<file path="src/pkg/icf_pkg.sv">
/*
  Shared constants and carrier types for the interrupt control and flag
  register block: register offsets, bit positions, masks and reset values.
  Assumes a 32-bit AXI4-Lite bus with byte addresses on 8 low bits.
*/
package icf_pkg;

  // Register byte offsets on the bus.
  localparam logic [7:0] OFF_CORE  = 8'h00;
  localparam logic [7:0] OFF_GCTL  = 8'h04;
  localparam logic [7:0] OFF_EVCTL = 8'h08;
  localparam logic [7:0] OFF_FLO   = 8'h0C;
  localparam logic [7:0] OFF_FNX   = 8'h10;
  localparam logic [7:0] OFF_PRIO  = 8'h14;

  // Bit positions inside the registers.
  localparam int BIT_PL_MSB = 3;
  localparam int BIT_VIS    = 2;
  localparam int BIT_NEST   = 15;
  localparam int BIT_ARITH  = 4;
  localparam int BIT_ADDR   = 3;
  localparam int BIT_STACK  = 2;
  localparam int BIT_OSC    = 1;
  localparam int BIT_ALTV   = 15;
  localparam int BIT_TBLK   = 14;
  localparam int PRIO_LSB   = 5;
  localparam int EXT0_BIT   = 0;
  localparam int EXT1_BIT   = 4;
  localparam int EXT2_BIT   = 13;
  localparam int NUM_EXT    = 5;

  // Implemented-bit masks; all other positions read zero, except edge control bit 14 (timed block).
  localparam logic [15:0] MASK_GCTL  = 16'h801E;
  localparam logic [15:0] MASK_EVSW  = 16'h801F;
  localparam logic [15:0] MASK_FLO   = 16'h7FFF;
  localparam logic [15:0] MASK_FNX   = 16'hFF1F;

  // Reset values.
  localparam logic [15:0] RST_CORE   = 16'h0004;
  localparam logic [15:0] RST_ZERO   = 16'h0000;
  localparam logic [2:0]  PRIO_ALL1  = 3'h7;

  // Bus responses.
  localparam logic [1:0]  RESP_OKAY  = 2'h0;
  localparam logic [1:0]  RESP_SLVERR = 2'h2;

  // Trap events raised by the core, one-cycle pulses.
  typedef struct packed {
    logic arith;
    logic addr;
    logic stack;
    logic osc;
  } icf_trap_t;

  // Priority load from the core when it enters or leaves a handler.
  typedef struct packed {
    logic       load;
    logic [2:0] level;
  } icf_prio_load_t;

  // State presented to the core.
  typedef struct packed {
    logic [3:0] level;
    logic       user_blocked;
    logic       nesting_disable;
    logic       alt_vector;
  } icf_core_view_t;

endpackage

</file>
<file path="src/design/icf_ext_edge.sv">
/*
  Edge detector for the external interrupt pins. Each pin passes three
  flip-flops; a level counts once the second and third stages agree, and
  a change of that level in the selected direction gives a one-cycle pulse.
  Assumes the pins are asynchronous to aclk.
*/
`timescale 1ns/10ps
module icf_ext_edge
  import icf_pkg::*;
(
  input  wire logic                aclk,
  input  wire logic                aresetn,
  input  wire logic [NUM_EXT-1:0]  pin,
  input  wire logic [NUM_EXT-1:0]  neg_edge_sel,
  output logic      [NUM_EXT-1:0]  edge_pulse_q
);

  logic [NUM_EXT-1:0] s1_q;
  logic [NUM_EXT-1:0] s2_q;
  logic [NUM_EXT-1:0] s3_q;
  logic [NUM_EXT-1:0] level_q;

  genvar g;
  generate
    for (g = 0; g < NUM_EXT; g++) begin : g_pin
      // Three-stage synchroniser; only the second stage reads the first.
      always_ff @(posedge aclk) begin
        if (!aresetn) begin
          s1_q[g] <= 1'b0;
          s2_q[g] <= 1'b0;
          s3_q[g] <= 1'b0;
        end else begin
          s1_q[g] <= pin[g];
          s2_q[g] <= s1_q[g];
          s3_q[g] <= s2_q[g];
        end
      end

      // Filtered level and edge pulse of the selected polarity.
      always_ff @(posedge aclk) begin
        if (!aresetn) begin
          level_q[g]      <= 1'b0;
          edge_pulse_q[g] <= 1'b0;
        end else begin
          edge_pulse_q[g] <= 1'b0;
          if (s2_q[g] == s3_q[g]) begin
            level_q[g] <= s3_q[g];
            if (s3_q[g] != level_q[g] && s3_q[g] == !neg_edge_sel[g]) begin
              edge_pulse_q[g] <= 1'b1; // RL13
            end
          end
        end
      end
    end
  endgenerate

endmodule

</file>
<file path="src/design/icf_top.sv">
/*
  Interrupt control and request flag registers behind an AXI4-Lite slave:
  core priority control, global control with trap status, edge and vector
  control, two request flag registers and the processor priority field.
  Assumes the core and peripherals run on aclk and give one-cycle pulses.
*/
// Functional notes
// RL1 - Priority msb reads 1 when processor priority is above seven.
// RL2 - Full priority is msb placed above the three status priority bits.
// RL3 - Priority msb resets to 0, readable, software may only clear it.
// RL4 - Core control bit 2 resets to 1 and reads program space visibility.
// RL5 - Unimplemented bits read zero and ignore writes.
// RL6 - Global control bit 15 disables nesting when set, resets 0.
// RL7 - Global control bit 4 is arithmetic trap status, read/write.
// RL8 - Global control bit 3 is address trap status, read/write.
// RL9 - Global control bit 2 is stack trap status, read/write.
// RL10 - Global control bit 1 is oscillator fail trap status.
// RL11 - Edge control bit 15 selects the alternate vector table.
// RL12 - Edge control bit 14 shows timed interrupt block, read-only.
// RL13 - Edge control bits 4..0 pick negative (1) or positive edge.
// RL14 - Request flags are read/write, reset 0, show pending requests.
// RL15 - Low flags bits 14..8: dma1, adc, uart tx/rx, spi tx/gen, timer3.
// RL16 - Low flags bits 7..0: timer2, cmp2, cap2, dma0, timer1, cmp1, cap1, ext0.
// RL17 - Next flags bits 15..8: uart b tx/rx, ext2, t5, t4, cmp4, cmp3, dma2.
// RL18 - Next flags bits 4..0: ext1, change, comparator, i2c master, slave.
// RL19 - Sources set flags; only software clears them.
// RL20 - Priority field all ones blocks every user interrupt.
// RL21 - Priority field is read-only to software while nesting is off.
// RL22 - External pins synchronised; flag sets one clock after edge pulse.
`timescale 1ns/10ps
module icf_top
  import icf_pkg::*;
(
  input  wire logic                 aclk,
  input  wire logic                 aresetn,
  input  wire logic [7:0]           s_axi_awaddr,
  input  wire logic                 s_axi_awvalid,
  output logic                      s_axi_awready,
  input  wire logic [31:0]          s_axi_wdata,
  input  wire logic [3:0]           s_axi_wstrb,
  input  wire logic                 s_axi_wvalid,
  output logic                      s_axi_wready,
  output logic [1:0]                s_axi_bresp,
  output logic                      s_axi_bvalid,
  input  wire logic                 s_axi_bready,
  input  wire logic [7:0]           s_axi_araddr,
  input  wire logic                 s_axi_arvalid,
  output logic                      s_axi_arready,
  output logic [31:0]               s_axi_rdata,
  output logic [1:0]                s_axi_rresp,
  output logic                      s_axi_rvalid,
  input  wire logic                 s_axi_rready,
  input  wire icf_pkg::icf_trap_t   trap_evt,
  input  wire logic                 core_msb_set,
  input  wire icf_pkg::icf_prio_load_t prio_load,
  input  wire logic                 program_space_visibility,
  input  wire logic                 timed_block_in,
  input  wire logic [15:0]          src_evt_low,
  input  wire logic [15:0]          src_evt_next,
  input  wire logic [NUM_EXT-1:0]   ext_irq_pin,
  output icf_pkg::icf_core_view_t   core_view_q,
  output logic [NUM_EXT-1:0]        ext_edge_q
);

  logic        pl_msb_q;
  logic        vis_q;
  logic [15:0] gctl_q;
  logic [15:0] gctl_d;
  logic [15:0] evctl_q;
  logic [15:0] flo_q;
  logic [15:0] flo_d;
  logic [15:0] fnx_q;
  logic [15:0] fnx_d;
  logic [2:0]  prio_q;
  logic [7:0]  awaddr_q;
  logic        aw_have_q;
  logic [15:0] wdata_q;
  logic [15:0] wmask_q;
  logic        w_have_q;
  logic        wr_en;
  logic        wr_ok;
  logic [15:0] rd_val;
  logic        rd_ok;
  logic [15:0] ext_low;
  logic [15:0] ext_next;

  // External pin edge detection.
  icf_ext_edge u_edge (
    .aclk         (aclk),
    .aresetn      (aresetn),
    .pin          (ext_irq_pin),
    .neg_edge_sel (evctl_q[NUM_EXT-1:0]),
    .edge_pulse_q (ext_edge_q)
  );

  // Write commits once address and data are both held and no answer waits.
  assign wr_en = aw_have_q && w_have_q && !s_axi_bvalid;
  assign wr_ok = (awaddr_q == OFF_CORE) || (awaddr_q == OFF_GCTL) ||
                 (awaddr_q == OFF_EVCTL) || (awaddr_q == OFF_FLO) ||
                 (awaddr_q == OFF_FNX) || (awaddr_q == OFF_PRIO);

  // Write address channel: taken in any order with the data channel.
  always_ff @(posedge aclk) begin
    if (!aresetn) begin
      s_axi_awready <= 1'b1;
      aw_have_q     <= 1'b0;
      awaddr_q      <= 8'h00;
    end else if (s_axi_awvalid && s_axi_awready) begin
      s_axi_awready <= 1'b0;
      aw_have_q     <= 1'b1;
      awaddr_q      <= s_axi_awaddr;
    end else if (s_axi_bvalid && s_axi_bready) begin
      s_axi_awready <= 1'b1;
      aw_have_q     <= 1'b0;
    end
  end

  // Write data channel; the two low byte lanes form the write mask.
  always_ff @(posedge aclk) begin
    if (!aresetn) begin
      s_axi_wready <= 1'b1;
      w_have_q     <= 1'b0;
      wdata_q      <= 16'h0000;
      wmask_q      <= 16'h0000;
    end else if (s_axi_wvalid && s_axi_wready) begin
      s_axi_wready <= 1'b0;
      w_have_q     <= 1'b1;
      wdata_q      <= s_axi_wdata[15:0];
      wmask_q      <= {{8{s_axi_wstrb[1]}}, {8{s_axi_wstrb[0]}}};
    end else if (s_axi_bvalid && s_axi_bready) begin
      s_axi_wready <= 1'b1;
      w_have_q     <= 1'b0;
    end
  end

  // Write response: one cycle after the commit, held until bready.
  always_ff @(posedge aclk) begin
    if (!aresetn) begin
      s_axi_bvalid <= 1'b0;
      s_axi_bresp  <= RESP_OKAY;
    end else if (wr_en) begin
      s_axi_bvalid <= 1'b1;
      s_axi_bresp  <= wr_ok ? RESP_OKAY : RESP_SLVERR;
    end else if (s_axi_bready) begin
      s_axi_bvalid <= 1'b0;
    end
  end

  // Priority msb: set by the core on trap entry, software can only clear.
  always_ff @(posedge aclk) begin
    if (!aresetn) begin
      pl_msb_q <= RST_CORE[BIT_PL_MSB]; // RL3
    end else if (core_msb_set) begin
      pl_msb_q <= 1'b1; // RL1
    end else if (wr_en && awaddr_q == OFF_CORE && wmask_q[BIT_PL_MSB] &&
                 !wdata_q[BIT_PL_MSB]) begin
      pl_msb_q <= 1'b0; // RL3
    end
  end

  // Reserved bit mirrors program space visibility, one at reset.
  always_ff @(posedge aclk) begin
    if (!aresetn) begin
      vis_q <= RST_CORE[BIT_VIS]; // RL4
    end else begin
      vis_q <= program_space_visibility; // RL4
    end
  end

  // Global control: software writes merged, trap events win over a clear.
  always_comb begin
    gctl_d = gctl_q;
    if (wr_en && awaddr_q == OFF_GCTL) begin
      gctl_d = ((gctl_q & ~wmask_q) | (wdata_q & wmask_q)) & MASK_GCTL; // RL5
    end
    gctl_d[BIT_ARITH] = gctl_d[BIT_ARITH] | trap_evt.arith; // RL7
    gctl_d[BIT_ADDR]  = gctl_d[BIT_ADDR] | trap_evt.addr; // RL8
    gctl_d[BIT_STACK] = gctl_d[BIT_STACK] | trap_evt.stack; // RL9
    gctl_d[BIT_OSC]   = gctl_d[BIT_OSC] | trap_evt.osc; // RL10
  end

  // Global control register holding nesting disable and trap status.
  always_ff @(posedge aclk) begin
    if (!aresetn) begin
      gctl_q <= RST_ZERO; // RL6
    end else begin
      gctl_q <= gctl_d;
    end
  end

  // Edge and vector control; the timed-block bit follows the core only.
  always_ff @(posedge aclk) begin
    if (!aresetn) begin
      evctl_q <= RST_ZERO; // RL11
    end else begin
      if (wr_en && awaddr_q == OFF_EVCTL) begin
        evctl_q[BIT_ALTV] <= wmask_q[BIT_ALTV] ? wdata_q[BIT_ALTV]
                                               : evctl_q[BIT_ALTV]; // RL11
        for (int i = 0; i < NUM_EXT; i++) begin
          if (wmask_q[i]) begin
            evctl_q[i] <= wdata_q[i]; // RL13
          end
        end
      end
      evctl_q[BIT_TBLK] <= timed_block_in; // RL12
    end
  end

  // Map the edge pulses of pins 0 to 2 onto their flag positions; pins 3 and 4 have no flag.
  always_comb begin
    ext_low            = 16'h0000;
    ext_next           = 16'h0000;
    ext_low[EXT0_BIT]  = ext_edge_q[0]; // RL22
    ext_next[EXT1_BIT] = ext_edge_q[1]; // RL22
    ext_next[EXT2_BIT] = ext_edge_q[2]; // RL22
  end

  // Request flags: software write merged, any source event wins the cycle.
  always_comb begin
    flo_d = flo_q;
    fnx_d = fnx_q;
    if (wr_en && awaddr_q == OFF_FLO) begin
      flo_d = (flo_q & ~wmask_q) | (wdata_q & wmask_q); // RL14
    end
    if (wr_en && awaddr_q == OFF_FNX) begin
      fnx_d = (fnx_q & ~wmask_q) | (wdata_q & wmask_q); // RL14
    end
    flo_d = (flo_d | src_evt_low | ext_low) & MASK_FLO; // RL15 RL16 RL19
    fnx_d = (fnx_d | src_evt_next | ext_next) & MASK_FNX; // RL17 RL18 RL19
  end

  // Flag registers, cleared at reset.
  always_ff @(posedge aclk) begin
    if (!aresetn) begin
      flo_q <= RST_ZERO; // RL14
      fnx_q <= RST_ZERO; // RL14
    end else begin
      flo_q <= flo_d;
      fnx_q <= fnx_d;
    end
  end

  // Priority field: core load first, software only while nesting allowed.
  always_ff @(posedge aclk) begin
    if (!aresetn) begin
      prio_q <= 3'h0;
    end else if (prio_load.load) begin
      prio_q <= prio_load.level;
    end else if (wr_en && awaddr_q == OFF_PRIO && wmask_q[PRIO_LSB] &&
                 !gctl_q[BIT_NEST]) begin
      prio_q <= wdata_q[PRIO_LSB+2:PRIO_LSB]; // RL21
    end
  end

  // View for the core, registered from the current register state.
  always_ff @(posedge aclk) begin
    if (!aresetn) begin
      core_view_q <= '0;
    end else begin
      core_view_q.level           <= {pl_msb_q, prio_q}; // RL2
      core_view_q.user_blocked    <= (prio_q == PRIO_ALL1); // RL20
      core_view_q.nesting_disable <= gctl_q[BIT_NEST]; // RL6
      core_view_q.alt_vector      <= evctl_q[BIT_ALTV]; // RL11
    end
  end

  // Read multiplexer; unmapped addresses answer an error with zero data.
  always_comb begin
    rd_val = 16'h0000;
    rd_ok  = 1'b1;
    unique case (s_axi_araddr)
      OFF_CORE: begin
        rd_val[BIT_PL_MSB] = pl_msb_q;
        rd_val[BIT_VIS]    = vis_q; // RL4
      end
      OFF_GCTL:  rd_val = gctl_q;
      OFF_EVCTL: rd_val = evctl_q;
      OFF_FLO:   rd_val = flo_q;
      OFF_FNX:   rd_val = fnx_q;
      OFF_PRIO:  rd_val[PRIO_LSB+2:PRIO_LSB] = prio_q;
      default:   rd_ok = 1'b0;
    endcase
  end

  // Read channel: data one cycle after the address is taken.
  always_ff @(posedge aclk) begin
    if (!aresetn) begin
      s_axi_arready <= 1'b1;
      s_axi_rvalid  <= 1'b0;
      s_axi_rdata   <= 32'h0000_0000;
      s_axi_rresp   <= RESP_OKAY;
    end else if (s_axi_arvalid && s_axi_arready) begin
      s_axi_arready <= 1'b0;
      s_axi_rvalid  <= 1'b1;
      s_axi_rdata   <= {16'h0000, rd_val}; // RL5
      s_axi_rresp   <= rd_ok ? RESP_OKAY : RESP_SLVERR;
    end else if (s_axi_rvalid && s_axi_rready) begin
      s_axi_arready <= 1'b1;
      s_axi_rvalid  <= 1'b0;
    end
  end

  // Checks on the register behaviour.
  chk_msb_set_wins: assert property ( // RL1
    @(posedge aclk) disable iff (!aresetn)
    core_msb_set |=> pl_msb_q ##1 core_view_q.level[3])
    else $error("priority msb not set by core");

  chk_msb_no_sw_set: assert property ( // RL3
    @(posedge aclk) disable iff (!aresetn)
    (!pl_msb_q && !core_msb_set) |=> !pl_msb_q)
    else $error("priority msb rose without core set");

  chk_level_concat: assert property ( // RL2
    @(posedge aclk) disable iff (!aresetn)
    1'b1 |=> core_view_q.level == {$past(pl_msb_q), $past(prio_q)})
    else $error("core level not msb over priority field");

  chk_user_block: assert property ( // RL20
    @(posedge aclk) disable iff (!aresetn)
    (prio_q == PRIO_ALL1) |=> core_view_q.user_blocked)
    else $error("user interrupts not blocked at top priority");

  chk_prio_locked: assert property ( // RL21
    @(posedge aclk) disable iff (!aresetn)
    (gctl_q[BIT_NEST] && !prio_load.load) |=> $stable(prio_q))
    else $error("priority field changed while nesting disabled");

  chk_trap_arith: assert property ( // RL7
    @(posedge aclk) disable iff (!aresetn)
    trap_evt.arith |=> gctl_q[BIT_ARITH])
    else $error("arithmetic trap not recorded");

  chk_trap_stack: assert property ( // RL9
    @(posedge aclk) disable iff (!aresetn)
    trap_evt.stack |=> gctl_q[BIT_STACK])
    else $error("stack trap not recorded");

  chk_ext_flag: assert property ( // RL22
    @(posedge aclk) disable iff (!aresetn)
    ext_edge_q[0] |=> flo_q[EXT0_BIT])
    else $error("external edge did not set its flag");

  chk_flag_holds: assert property ( // RL19
    @(posedge aclk) disable iff (!aresetn)
    (flo_q[3] && !(wr_en && awaddr_q == OFF_FLO)) |=> flo_q[3])
    else $error("request flag cleared without software");

  chk_unimpl_zero: assert property ( // RL5
    @(posedge aclk) disable iff (!aresetn)
    ((gctl_q & ~MASK_GCTL) == 16'h0000) && ((flo_q & ~MASK_FLO) == 16'h0000)
    && ((fnx_q & ~MASK_FNX) == 16'h0000))
    else $error("unimplemented bit holds a one");

  chk_block_track: assert property ( // RL12
    @(posedge aclk) disable iff (!aresetn)
    timed_block_in |=> evctl_q[BIT_TBLK])
    else $error("timed block status not shown");

endmodule

</file>
<file path="config.mk">
export PLATFORM = sky130hd
export DESIGN_NAME = icf_top
export DESIGN_NICKNAME = d
export VERILOG_FILES = /design/src/pkg/icf_pkg.sv /design/src/design/icf_ext_edge.sv /design/src/design/icf_top.sv
export SDC_FILE = /design/constraint.sdc
export NUM_CORES = 1
export LEC_CHECK = 0
export ABC_AREA = 1
export BUFFER_PORTS_ARGS = -buffer_cell sky130_fd_sc_hd__buf_4
export CAP_MARGIN = 30
export CORE_MARGIN = 2
export CORE_UTILIZATION = 50
export CTS_BUF_LIST = sky130_fd_sc_hd__clkbuf_2 sky130_fd_sc_hd__clkbuf_4 sky130_fd_sc_hd__clkbuf_8
export CTS_CLUSTER_SIZE = 30
export DETAILED_ROUTE_END_ITERATION = 16
export HOLD_SLACK_MARGIN = 0.12
export PLACE_DENSITY = 0.77
export SLEW_MARGIN = 5
export SYNTH_ARGS = -nofsm -noshare
export SYNTH_HDL_FRONTEND = slang
export SYNTH_SLANG_ARGS = --single-unit
</file>
<file path="constraint.sdc">
create_clock -name aclk -period 1.75 [get_ports aclk]
set_clock_uncertainty 0.2 [all_clocks]
set_input_delay 0 -clock aclk [delete_from_list [all_inputs] [get_ports aclk]]
set_output_delay 0 -clock aclk [all_outputs]
set_load 0.02 [all_outputs]
</file>
==> results.txt <==
The run finished, with violations left. The checks that failed: setup timing. TritonCTS built the clock tree. The number of buffers inserted by port buffering came out at between 100 and 150.

The clock net in this run drives a total of roughly 130 sinks. The worst setup path is of the register to register kind. The final worst-path setup slack came out at -0.0114 ns. The wire length per cell came out at ~15 um. Walking the worst path, the cells encountered are nor2_4 -> nand3_4 -> inv_2 -> nand2_2 -> nor2_4 -> nand3_2 -> nand3_2 -> nand2_1 -> inv_1. For this design the ratio of total power to cell area is ~830 nW/um2. For this design, the slowest cell found on the critical path is dfxtp_1. The initial cell density of the core came out at about 51%.

The overflow left after global routing is 0. The transition time of the tightest slew-check pin came out at around 0.56 ns. Global routing consumed, over all layers together, between 20 and 30% of the routing resources. For this run, design rule violations remaining after detail routing come to 0. Synthesis produced a netlist whose cell count is a little under 800. The layout overhead on the synthesized area is 52.8%. The total detailed-routing wirelength came out at 18400 um. The nature of the critical path startpoint is a register. The via count of the first global-routing pass came out at approximately 5900.

The height of the die came out at ~110 um. Global routing consumed, on the met1 layer, about a third of the routing resources. In this run, CTS created clock tree buffers numbering 17. The floorplan row count came out at 38. The path class of the tightest hold or removal check is input port to register. The fraction of the cycle the final worst path needs came out at 101%. The maximum cell stage delay along the critical path is 0.34 ns. The iteration count of the initial detailed-routing pass came out at 6. The worst setup path is captured at a register. The count of nets left with antenna violations after detail routing came out at 0. The cell leakage power came out at between 4 and 5 nW.

In this run the horizontal extent of the chip is about 110 um. Hold is met by around 0.11 ns. The portion of the post-synthesis area used by sequential elements is 45.9%. The number of synthesized flops with an enable pin is 0. The final period demand of the worst path is about 1.8 ns. The number of warnings issued by yosys came out at 0. The data arrival time of the critical path came out at about 2.0 ns. In the synthesized netlist the dominant register cell turns out to be dfxtp_1. The setup-violating endpoint count in the final report came out at 3. The count of nets after finishing is 1156.

The total I/O pin count came out at 160. After clock tree synthesis, the clock-pin slew on the worst setup and hold paths is around 0.090 ns. The max-cap violation count came out at 0.

The relative max-transition margin is 62.4%. The fraction of final layout cells with drive strength greater than 1 is about a fifth. Setup repair after global routing could not meet its margin everywhere. The later pin in the worst-skew pair is clocked with a latency of ~0.45 ns. The multi-input logic area is 2540 um2. The wire length of the first global-routing pass is 27400 um. The post-synthesis instance area is 5580 um2. The via total after detailed routing came out at 6311. The count of routing violations after the opening detailed-route iteration came out at around 660. The number of antenna violations at the first check in global routing came out at 0. The met2 global-route usage came out at roughly 53%. Dividing the detail-routed via count by the number of cells gives 5.25. The fraction of the core area covered by cells at the end of the flow is approximately four fifths.

The maximum fanout along the worst path is 8. Timing would allow up to ~570 MHz. The total chip power came out at a little over 7 mW.

The count of final hold-check violations came out at 0. The worst slack at placement is between 0.04 and 0.05 ns. The cell sitting at the root of the clock tree is a clkbuf_8.

The met3 usage came out at approximately 5.9%. At the worst endpoint, the required time is 1.94 ns. The number of filler cells placed in the layout is between 700 and 800.

Routability-driven placement finished with a final weighted congestion of between 0.8 and 0.9. The placed wire-length estimate came out at approximately 9800 um. The maximum number of pins on one net before global-route repair is 98. The worst ir drop on vdd came out at 0.584 mV.

The number of H-tree levels came out at 4. In this run the most used layer during global routing was met2. The area of the core came out at 10900 um2. The maximum clock path buffer count is 2. The full die area is about 12000 um2. For this run, asynchronously set or reset flops after synthesis account for 0%. The flip-flop and latch count after synthesis is 128. Grouping stages by cell kind, the critical path spends the most delay in simple AND/OR/NAND/NOR gates. After synthesis, the mean cell area works out to ~7.1 um2. The critical path contains buffers and inverters numbering 2 combined.

The netlist uses 35 different library cells. The final max-slew violation count was 0. The sequential standard cell area is ~2600 um2. The antenna cell count came out at 0.
what timing repair did:
item                                    CTS  global route
hold buffers                            138             0
pin swaps                                 0            12
endpoints found under the hold margin   123             0
buffers inserted                          0             3
endpoints found under the setup margin    6            63
resized for setup                         1            59
power breakdown:
part | switching [mW] | internal, mW | total, mW
sequential | 0.150 | 3.08 | 3.23
clock | 1.42 | 1.20 | 2.62
combinational | 0.613 | 0.584 | 1.20
metrics by stage:
step	TNS [ns]	cells	area [um2]
finish	-0.0295	1202	8530
global route	-1.14	1202	8530
floorplan	0	807	5640
global placement	0	1036	6610
detailed placement	0	1036	6610
CTS	0	1206	8390
cells in the mapped netlist (4+ instances only):
library cell | n | area [um2]
nand2_1 | 203 | 762
dfxtp_1 | 128 | 2560
inv_1 | 112 | 420
nor2_1 | 65 | 244
o21ai_0 | 65 | 325
nand3_1 | 41 | 205
a21oi_1 | 37 | 185
o21ai_1 | 21 | 105
buf_4 | 20 | 150
clkbuf_1 | 18 | 67.6
o22ai_1 | 11 | 68.8
o21a_1 | 9 | 67.6
a211oi_1 | 5 | 37.5
and3_1 | 5 | 31.3
nand4_1 | 5 | 31.3
buf_1 | 4 | 15.0
nor2_2 | 4 | 25.0
cell families after synthesis:
kind of cell / Yosys count / share of synthesized area [%]
DFF: 128 / 45.9
AOI/OAI and AO/OA: 153 / 14.8
other: 1 / 0.0672
buffers and inverters: 164 / 12.7
and+or+nand+nor: 344 / 26.5
tightest hold or removal path, delay by kind of cell:
family          cells  cell delay [ns]
buf+inv             3             0.67
compound gates      1             0.06
cells in the final DEF, fill, tap and decap left out, drive strengths merged, types with 9 or more instances in the layout:
master / count
clkbuf: 17
nor2: 72
dfxtp: 128
o22ai: 11
dlygate4sd3: 131
o21a: 9
buf: 139
a21oi: 37
nand2: 206
inv: 126
nand3: 44
o21ai: 87
conb: 18
metal layers:
metal	part of all wire (%)	wire length, um
met1	38	6980
met2	50	9170
met3	8.1	1490
met4	4.3	799
met5	0	0
registers in the layout, indices dropped and copies added, names as in the netlist, 2 cells and up, named ones only:
| signal | cells |
|---|---|
| u_edge.edge_pulse_q | 5 |
| flo_q | 15 |
| u_edge.s2_q | 5 |
| evctl_q | 7 |
| u_edge.s1_q | 5 |
| awaddr_q | 8 |
| fnx_q | 13 |
| gctl_q | 4 |
| u_edge.s3_q | 5 |
| s_axi_rdata | 16 |
| wmask_q | 2 |
| core_view_q | 7 |
| u_edge.level_q | 5 |
| wdata_q | 16 |
| prio_q | 3 |
final timing paths:
kind / end / slack (ns) / cells past startpoint / startpoint
hold reg to reg: u_edge.s2_q[3]$_SDFF_PN0_ / 0.21 / 2 / u_edge.s1_q[3]$_SDFF_PN0_
setup / recovery: fnx_q[14]$_SDFF_PN0_ / -0.01 / 9 / awaddr_q[7]$_SDFFE_PN0P_
setup reg to reg: fnx_q[14]$_SDFF_PN0_ / -0.01 / 9 / awaddr_q[7]$_SDFFE_PN0P_
hold / removal: flo_q[1]$_SDFF_PN0_ / 0.11 / 4 / src_evt_low[1]
final cells by class:
| type | count | area share [%] |
|---|---|---|
| Sequential cell | 128 | 30.1 |
| Multi-Input combinational cell | 515 | 29.8 |
| Timing Repair Buffer | 270 | 28.2 |
| Inverter | 117 | 5.15 |
| Clock buffer | 17 | 2.74 |
| Tap cell | 140 | 2.05 |
| Clock inverter | 15 | 1.95 |
Power figures use the tool's default switching activity.
